### src/design/ist_pkg.sv
/*
 Constants, instruction classes and cycle-count table for the instruction
 state timing sequencer. Assumes one core clock where one state equals one
 clock period.
*/
// What this block does
// - Total states is the sum of each cycle count times its per-cycle state cost.
// - Cycle counts are kept separately for each of the six cycle types.
// - An on-chip memory instruction fetch cycle costs exactly two states.
// - An internal operation cycle costs exactly one state, wherever the access goes.
// - A byte access to a peripheral costs two or three states, by module.
// - Word sum and conjunction need two fetches with immediate, one register form.
// - Longword sum and conjunction with immediate need three fetch cycles.
// - Address increment by 1, 2 or 4 needs one fetch cycle only.
// - Bit set at absolute address needs two fetch and two byte cycles.
// - Indirect subroutine call needs two fetches, one branch read, one stack cycle.
// - On-chip branch address reads and stack operations cost two states each.
package ist_pkg;
   localparam int unsigned NTYPES = 6;
   localparam int unsigned CNT_W  = 4;
   localparam int unsigned TOT_W  = 9;
   localparam int unsigned COST_W = 2;
   localparam int unsigned OP_W   = 5;

   // Position of each cycle type in a counts vector
   localparam int TY_FETCH    = 0;
   localparam int TY_BRANCH   = 1;
   localparam int TY_STACK    = 2;
   localparam int TY_BYTE     = 3;
   localparam int TY_WORD     = 4;
   localparam int TY_INTERNAL = 5;

   // States per cycle
   localparam logic [COST_W-1:0] ST_ONCHIP      = 2'h2;
   localparam logic [COST_W-1:0] ST_INTERNAL    = 2'h1;
   localparam logic [COST_W-1:0] ST_PERIPH_FAST = 2'h2;
   localparam logic [COST_W-1:0] ST_PERIPH_SLOW = 2'h3;
   localparam logic [COST_W-1:0] ST_WORD_PERIPH = 2'h2;

   // Values after reset
   localparam logic [TOT_W-1:0] RST_TOTAL = 9'h000;

   // Instruction classes
   localparam logic [OP_W-1:0] OP_SUM_B_IMM   = 5'h00;
   localparam logic [OP_W-1:0] OP_SUM_B_REG   = 5'h01;
   localparam logic [OP_W-1:0] OP_SUM_W_IMM   = 5'h02;
   localparam logic [OP_W-1:0] OP_SUM_W_REG   = 5'h03;
   localparam logic [OP_W-1:0] OP_SUM_L_IMM   = 5'h04;
   localparam logic [OP_W-1:0] OP_SUM_L_REG   = 5'h05;
   localparam logic [OP_W-1:0] OP_ADDR_INC    = 5'h06;
   localparam logic [OP_W-1:0] OP_CARRY_IMM   = 5'h07;
   localparam logic [OP_W-1:0] OP_CARRY_REG   = 5'h08;
   localparam logic [OP_W-1:0] OP_AND_B_IMM   = 5'h09;
   localparam logic [OP_W-1:0] OP_AND_B_REG   = 5'h0A;
   localparam logic [OP_W-1:0] OP_AND_W_IMM   = 5'h0B;
   localparam logic [OP_W-1:0] OP_AND_W_REG   = 5'h0C;
   localparam logic [OP_W-1:0] OP_AND_L_IMM   = 5'h0D;
   localparam logic [OP_W-1:0] OP_AND_L_REG   = 5'h0E;
   localparam logic [OP_W-1:0] OP_BIT_SET_ABS = 5'h0F;
   localparam logic [OP_W-1:0] OP_CALL_IND    = 5'h10;
   localparam logic [OP_W-1:0] OP_EXPLICIT    = 5'h1F;

   typedef logic [NTYPES-1:0][CNT_W-1:0] ist_counts_t;

   typedef enum logic [0:0] {IST_IDLE, IST_RUN} ist_state_t;

   // Cycle counts of one instruction class; unknown classes take the given counts
   function automatic ist_counts_t ist_op_counts(input logic [OP_W-1:0] op,
                                                 input ist_counts_t explicitCnt);
      ist_counts_t c;
      c = '0;
      case (op)
         OP_SUM_B_IMM, OP_SUM_B_REG: c[TY_FETCH] = 4'h1;
         OP_AND_B_IMM, OP_AND_B_REG: c[TY_FETCH] = 4'h1;
         OP_SUM_W_IMM, OP_AND_W_IMM: c[TY_FETCH] = 4'h2;
         OP_SUM_W_REG, OP_AND_W_REG: c[TY_FETCH] = 4'h1;
         OP_SUM_L_IMM, OP_AND_L_IMM: c[TY_FETCH] = 4'h3;
         OP_AND_L_REG:               c[TY_FETCH] = 4'h2;
         OP_SUM_L_REG:               c[TY_FETCH] = 4'h1;
         OP_ADDR_INC:                c[TY_FETCH] = 4'h1;
         OP_CARRY_IMM, OP_CARRY_REG: c[TY_FETCH] = 4'h1;
         OP_BIT_SET_ABS: begin
            c[TY_FETCH] = 4'h2;
            c[TY_BYTE]  = 4'h2;
         end
         OP_CALL_IND: begin
            c[TY_FETCH]  = 4'h2;
            c[TY_BRANCH] = 4'h1;
            c[TY_STACK]  = 4'h1;
         end
         default: c = explicitCnt;
      endcase
      return c;
   endfunction
endpackage

### src/design/ist_cost_if.sv
/*
 Carrier between the sequencer and its state-cost calculator.
 Assumes both ends sit on the same clock.
*/
`timescale 1ns/1ps
interface ist_cost_if;
   ist_pkg::ist_counts_t          counts;
   logic                          byteToPeriph;
   logic                          periphSlow;
   logic                          wordToPeriph;
   logic [ist_pkg::TOT_W-1:0]     total;

   modport calc (input counts, input byteToPeriph, input periphSlow, input wordToPeriph,
                 output total);
   modport user (output counts, output byteToPeriph, output periphSlow,
                 output wordToPeriph, input total);
endinterface

### src/design/ist_timing_seq.sv
/*
 Instruction state timing sequencer: takes an instruction class, works out
 its cycle counts by type and its state total, and holds busy for that many
 clocks. Assumes start and its qualifiers come from logic on ref_clk.
*/
`timescale 1ns/1ps
module ist_timing_seq (
   input  wire logic                                       ref_clk,
   input  wire logic                                       rst,
   input  wire logic                                       start,
   input  wire logic [ist_pkg::OP_W-1:0]                   opSel,
   input  wire logic [ist_pkg::NTYPES*ist_pkg::CNT_W-1:0]  explicitCounts,
   input  wire logic                                       byteToPeriph,
   input  wire logic                                       periphSlow,
   input  wire logic                                       wordToPeriph,
   output logic                                            busy,
   output logic                                            done,
   output logic [ist_pkg::TOT_W-1:0]                       stateTotal,
   output logic [ist_pkg::NTYPES*ist_pkg::CNT_W-1:0]       typeCounts
);
   typedef struct packed {
      ist_pkg::ist_state_t          state;
      logic                         busy;
      logic                         done;
      logic [ist_pkg::TOT_W-1:0]    remain;
      logic [ist_pkg::TOT_W-1:0]    total;
      ist_pkg::ist_counts_t         counts;
   } ist_regs_t;

   ist_regs_t  r_q;
   ist_regs_t  r_d;
   ist_cost_if costBus ();

   // Counts of the requested instruction feed the calculator
   assign costBus.counts       = ist_pkg::ist_op_counts(opSel, explicitCounts);
   assign costBus.byteToPeriph = byteToPeriph;
   assign costBus.periphSlow   = periphSlow;
   assign costBus.wordToPeriph = wordToPeriph;

   ist_cost_calc uCalc (
      .c (costBus.calc)
   );

   // Next state
   always_comb begin
      r_d      = r_q;
      r_d.done = 1'b0;
      case (r_q.state)
         ist_pkg::IST_IDLE: begin
            if (start) begin
               r_d.counts = costBus.counts;
               r_d.total  = costBus.total;
               r_d.remain = costBus.total;
               if (costBus.total == ist_pkg::RST_TOTAL) begin
                  r_d.done = 1'b1;
               end else begin
                  r_d.state = ist_pkg::IST_RUN;
                  r_d.busy  = 1'b1;
               end
            end
         end
         ist_pkg::IST_RUN: begin
            // One state per clock until the total has elapsed
            r_d.remain = ist_pkg::TOT_W'(r_q.remain - 1'b1);
            if (r_q.remain == ist_pkg::TOT_W'(1)) begin
               r_d.state = ist_pkg::IST_IDLE;
               r_d.busy  = 1'b0;
               r_d.done  = 1'b1;
            end
         end
         default: begin
            r_d.state = ist_pkg::IST_IDLE;
            r_d.busy  = 1'b0;
         end
      endcase
   end

   // State register
   always_ff @(posedge ref_clk) begin
      if (rst) begin
         r_q.state  <= ist_pkg::IST_IDLE;
         r_q.busy   <= 1'b0;
         r_q.done   <= 1'b0;
         r_q.remain <= ist_pkg::RST_TOTAL;
         r_q.total  <= ist_pkg::RST_TOTAL;
         r_q.counts <= '0;
      end else begin
         r_q <= r_d;
      end
   end

   // Outputs straight from the state register
   assign busy       = r_q.busy;
   assign done       = r_q.done;
   assign stateTotal = r_q.total;
   assign typeCounts = r_q.counts;
endmodule // ist_timing_seq

### src/design/ist_cost_calc.sv
/*
 Combinational sum of cycle counts times per-cycle state cost.
 Assumes counts and access locations are stable while they are used.
*/
`timescale 1ns/1ps
module ist_cost_calc (
   ist_cost_if.calc c
);
   logic [ist_pkg::NTYPES-1:0][ist_pkg::TOT_W-1:0] part;

   // States per cycle of one type, by access location
   function automatic logic [ist_pkg::COST_W-1:0] cost_of(input int ty, input logic toPer,
                                                          input logic slow, input logic wPer);
      logic [ist_pkg::COST_W-1:0] s;
      s = ist_pkg::ST_ONCHIP;
      if (ty == ist_pkg::TY_INTERNAL) begin
         s = ist_pkg::ST_INTERNAL;
      end else if (ty == ist_pkg::TY_BYTE && toPer) begin
         s = slow ? ist_pkg::ST_PERIPH_SLOW : ist_pkg::ST_PERIPH_FAST;
      end else if (ty == ist_pkg::TY_WORD && wPer) begin
         s = ist_pkg::ST_WORD_PERIPH;
      end
      return s;
   endfunction

   // One product per cycle type
   genvar g;
   generate
      for (g = 0; g < ist_pkg::NTYPES; g++) begin : gProd
         assign part[g] = ist_pkg::TOT_W'(c.counts[g] *
                          cost_of(g, c.byteToPeriph, c.periphSlow, c.wordToPeriph));
      end
   endgenerate

   // Sum of the products
   always_comb begin
      logic [ist_pkg::TOT_W-1:0] acc;
      acc = '0;
      for (int i = 0; i < ist_pkg::NTYPES; i++) begin
         acc = ist_pkg::TOT_W'(acc + part[i]);
      end
      c.total = acc;
   end
endmodule // ist_cost_calc

### config.mk
export PLATFORM = sky130hd
export DESIGN_NAME = ist_timing_seq
export DESIGN_NICKNAME = d
export VERILOG_FILES = /design/src/design/ist_pkg.sv /design/src/design/ist_cost_if.sv /design/src/design/ist_timing_seq.sv /design/src/design/ist_cost_calc.sv
export SDC_FILE = /design/constraint.sdc
export NUM_CORES = 1
export LEC_CHECK = 0
export BUFFER_PORTS_ARGS = -buffer_cell sky130_fd_sc_hd__buf_2
export CORE_MARGIN = 2
export CORE_UTILIZATION = 51
export CTS_BUF_LIST = sky130_fd_sc_hd__clkbuf_8
export DETAILED_ROUTE_END_ITERATION = 16
export PLACE_DENSITY = 0.72
export SYNTH_ARGS = -nofsm -noshare
export SYNTH_HDL_FRONTEND = slang
export SYNTH_SLANG_ARGS = --single-unit
### constraint.sdc
create_clock -name ref_clk -period 6.9 [get_ports ref_clk]
set_input_delay 1.035 -clock ref_clk [delete_from_list [all_inputs] [get_ports ref_clk]]
set_output_delay 1.035 -clock ref_clk [all_outputs]
set_load 0.02 [all_outputs]
Word-level counts from Yosys, hierarchy flattened --
Index checks and enable logic that the tools add are counted.
Operators by class: bitwise operators 1, multipliers 1, multiplexer cells 11, reduce and logical (&&, ||, !) cells 10, order comparisons 0, $add $sub $neg 6, eq/ne operators 20, shift operators 0, div/mod/pow operators 0
Operators by type and width (number):
- two-way mux 45 bit | 1
- == test 5 x 4 -> 1 bit, second input constant | 8
- OR reduction 16 bit | 2
- case mux 12 bit (2 select lines) | 1
- == test 5 x 3 -> 1 bit, second input constant | 4
- adder 9 x 5 -> 9 bit | 2
- OR reduction 17 bit | 1
- case mux 8 bit (2 select lines) | 1
- case mux 4 bit (3 select lines) | 1
- == test 5 x 2 -> 1 bit, second input constant | 2
- OR reduction 10 bit | 1
- adder 9 x 4 -> 9 bit | 1
- adder 9 x 6 -> 9 bit | 1
- == test 9 x 1 -> 1 bit, second input constant | 1
- zero test 9 bit | 1
- subtractor 9 x 1 -> 9 bit, second input constant | 1
- two-way mux 8 bit | 1
- case mux 4 bit (2 select lines) | 1
- adder 5 x 5 -> 6 bit | 1
- multiplier 4 x 2 -> 6 bit | 1
- == test 5 x 1 -> 1 bit, second input constant | 1
- == test 5 bit, second input constant | 1
- zero test 5 bit | 1
- OR reduction 5 bit | 1
- 9 further kinds | 12
Word-level totals: memories kept 0, bits in read-only memories 0, register bits after elaboration 45, memory bits (writable) 0, bits in latches 0, output and inout bits 35

Longest topological paths before layout --
depth in word-level cells 12, mapped depth 21, depth with buffers taken out 18

Hierarchy --
A second synthesis with hierarchy kept.
Second synthesis, totals: cell total of the unflattened synthesis 356, area total of the unflattened synthesis 2985.4 sq um
Modules (own cells, without submodules):
- ist_timing_seq | sequential area each 900.9 sq um, cells each 288, instances 1, area an instance 2311.0 sq um
- ist_cost_calc | sequential area each 0.0 sq um, cells each 68, instances 1, area an instance 674.4 sq um

Worst setup path after synthesis --
Ideal clock, no wire load.
path type input port to flip-flop, start input port opSel[2] in the netlist's numbering, end register r_q[44] in the netlist's numbering, data required time 6.769 ns, cell stages on the path 18, slack 1.367 ns, arrival time 5.403 ns, cells stage by stage clkbuf_2 > maj3_2 > a222oi_1 > inv_1 > ha_1 > a21o_1 > a21oi_1 > xnor2_1 > ha_1 > fa_1 > inv_1 > fa_1 > inv_1 > ha_1 > and3_1 > or3_1 > a211oi_2 > o22ai_1
RTL lines:
- start: declaration | RTL line ist_timing_seq.sv:11 | input wire logic [ist_pkg::OP_W-1:0] opSel,
- end signal: assignment | RTL line ist_timing_seq.sv:88 | r_q <= r_d;
- end: declaration | RTL line ist_timing_seq.sv:30 | ist_regs_t r_q;

==> results.toml <==
[timing]
setup_tns_ns = 0
slew_headroom = 0.488
finalSetupViolCount = 0
hold_viol_final = 0
maxSlewViolCount = 0
rsz0062_at_grt = "no"
fin_ws_ns = 1.32
skew_ns = 0.00607
tightest_slew_ns = 0.768
timing.final.crit_period_ns = 5.58
fmax_ghz = 0.179
post-route-period-util = 0.808

[final_layout]
drive_above_1_share = 0.238
antenna_cells = 0
instances_no_fill = 454
nets = 446
synthToLayoutAreaGrowth_pct = 7.87

[logic_synthesis]
synth-edff-count = 0
synthFlopType = "dfxtp_1"
yosys_warnings = 0
synthArstFlopShare = 0
synth_cell_types = 46
synth_area_mm2 = 0.00297
synth.avg_cell_area_um2 = 8.30
netlist_instances = 358
ys_seq_area_frac = 0.296
synth_nets = 423
ys_ff_latch = 44

[status]
status = "completed"

[die]
die_y_um = 80.4
ios = 70
die-area_mm2 = 0.00646
core_area_mm2 = 0.00557
die_x_um = 80.4
initial_utilization = 0.533
num_rows = 27

[placement]
port_buffers = 67
dp_hpwl_mm = 4.62
gp_congestion = 0.850
pre_cts_slack_ns = 0.983
dp.cells = 446

[power_and_ir_drop]
p_int_mw = 0.569
power.share.switching = 0.375
p_total_mw = 0.911
p_per_area_mw_per_mm2 = 284
vdd_drop_max_v = 0.000119
clkPwrFrac = 0.232
comb_power_share = 0.403
sequentialPowerShare = 0.365
cellLeakagePower_nw = 1.51
p_sw_mw = 0.342

[worst_setup_path]
path_delay_family = "adder cells"
cp_slowest_cell = "a222oi_1"
critPathBufInv = 4
crit_type = "input pin to register"
crit_chain = "buf_2, maj3_2, a222oi_1, inv_1, ha_1, a21o_1, a21oi_1, xnor2_1, ha_1, fa_1, inv_1, fa_1, inv_1, ha_1, and3_1, or3_1, a211oi_2, o22ai_1"
crit_fanout = 8
endpoint_kind = "register"
slowest_delay_ns = 0.55
rr_worst_depth = 4
arrival_ns = 5.75
path_depth = 18
cp-start-kind = "input pin"
cp.required_ns = 7.07

[route]
dr.pass1.iters = 6
drt_wl_total_mm = 5.93
post_drt_wl_per_cell_um = 13.1
via_count = 2385
drc = 0
ant_nets = 0
initialDrtViolationCount = 142
vias_per_cell = 5.25

[global_routing]
antenna_found_initial = 0
grt_pass1_wl_mm = 10.1
grtUsageTotal = 0.200
overflow = 0
grt_max_degree = 43
grt_pass1_vias = 2291

[clocking]
clk_latency_ns = 0.30
cts_tree = "built"
clk_pin_slew_worst_paths_ns = 0.09
root_buffer = "clkbuf_8"
cts-resized-gates = 0
postCtsSetupBuffers = 0
cts_sinks = 44
cts_buffer_depth = 2
cts.htree.levels = 2
cts_buffers = 5
holdBufCountCts = 0

[worst_hold_path]
whs_path_depth = 2
hold_path.class = "register to register"

[job]
maxCapViolations = 0
-- per-stage QoR --
stage,util,hold slack (ns),cell area (um^2)
finish,0.575,0.457,3210
global route,0.575,0.474,3210
CTS,0.575,0.459,3210
detailed placement,0.554,0.446,3090
global placement,0.554,0.442,3090
floorplan,-,0.437,2970
-- cell usage in the layout (no fill, tap or decap), types with 2 or more instances in the layout --
cell type and count:
nor2b_1 3, nand3_1 26, nand2_1 50, ha_1 14, o211a_1 2, dfxtp_1 44
o21ai_0 9, o311ai_0 2, mux2_2 4, a21o_1 4, clkbuf_8 6, fa_1 16
buf_2 67, nand2b_1 4, nor2_1 10, and3_1 2, a31oi_1 2, o2bb2ai_1 2
nand4_1 2, a21oi_1 33, mux2i_1 2, and2_1 16, inv_1 26, or4_1 2
buf_4 3, nor3_1 2, a221oi_1 2, nor4_1 3, xnor2_1 4, nor2b_2 2
or3_1 2
-- Yosys cell counts (5+ instances only) --
master    instances  area [um^2]
dfxtp_1          44          881
clkbuf_1          8         30.0
fa_1             16          320
buf_4            33          248
a21oi_1          33          165
nor2_1           10         37.5
and2_1           16          100
nand3_1          26          130
nand2_1          50          188
inv_1            26         97.6
buf_2            10         50.1
ha_1             14          175
nor2b_1           5         31.3
o21ai_0           9         45.0
-- path summary, 6_finish.rpt --
path | to | slack [ns] | start
min reg2reg | stateTotal[4]$_SDFFE_PP0P_ | 0.46 | stateTotal[4]$_SDFFE_PP0P_
min | stateTotal[4]$_SDFFE_PP0P_ | 0.46 | stateTotal[4]$_SDFFE_PP0P_
max reg2reg | typeCounts[0]$_SDFFE_PP0P_ | 4.80 | r_q[44]$_SDFF_PP0_
max | r_q[44]$_SDFF_PP0_ | 1.32 | opSel[2]
-- worst min-delay path: cells and delay by family (launching register included) --
kind | cells | cell delay (ns)
AO/OA/AOI/OAI | 1 | 0.05
flip-flops | 1 | 0.32
AND/OR/NAND/NOR | 1 | 0.05
-- power by group through the flow --
| stage | logic [mW] | clock network [mW] | registers (mW) |
|---|---|---|---|
| 2_1_floorplan | 0.310 | 0 | 0.329 |
| 3_3_place_gp | 0.361 | 0 | 0.337 |
| 3_5_place_dp | 0.370 | 0 | 0.338 |
| 4_1_cts | 0.372 | 0.218 | 0.332 |
| 5_1_grt | 0.420 | 0.229 | 0.338 |
| 6_report | 0.367 | 0.211 | 0.332 |
-- kinds of logic after synthesis --
| logic type | count (synthesis) | share of synthesized area |
|---|---|---|
| simple gates | 130 | 0.224 |
| buf+inv | 80 | 0.147 |
| mux | 6 | 0.0219 |
| compound gates | 62 | 0.127 |
| other cells | 1 | 0.00126 |
| fa+ha+maj | 31 | 0.170 |
| xor+xnor | 4 | 0.0118 |
| flops | 44 | 0.296 |
-- area by class of cell --
cell class	instances	area (um^2)
timing repair buffer	70	358
fill	541	2370
multi-input combinational	234	1660
tap	72	90.1
inverter	26	97.6
clock inverter	2	38.8
clock buffer	6	82.6
sequential	44	881
-- routing by layer --
layer	wire (um)	GRT usage	up-vias
met5	0	0	-
met4	91	0.0695	0
met3	284	0.0371	10
met2	2900	0.342	64
met1	2650	0.254	1104
li1	-	-	1207
-- state kept, by name, indices dropped and copies added (netlist names) --
register and flops:
stateTotal 8, done 1, r_q 10, typeCounts 24
busy 1
Power figures use the tool's default switching activity.
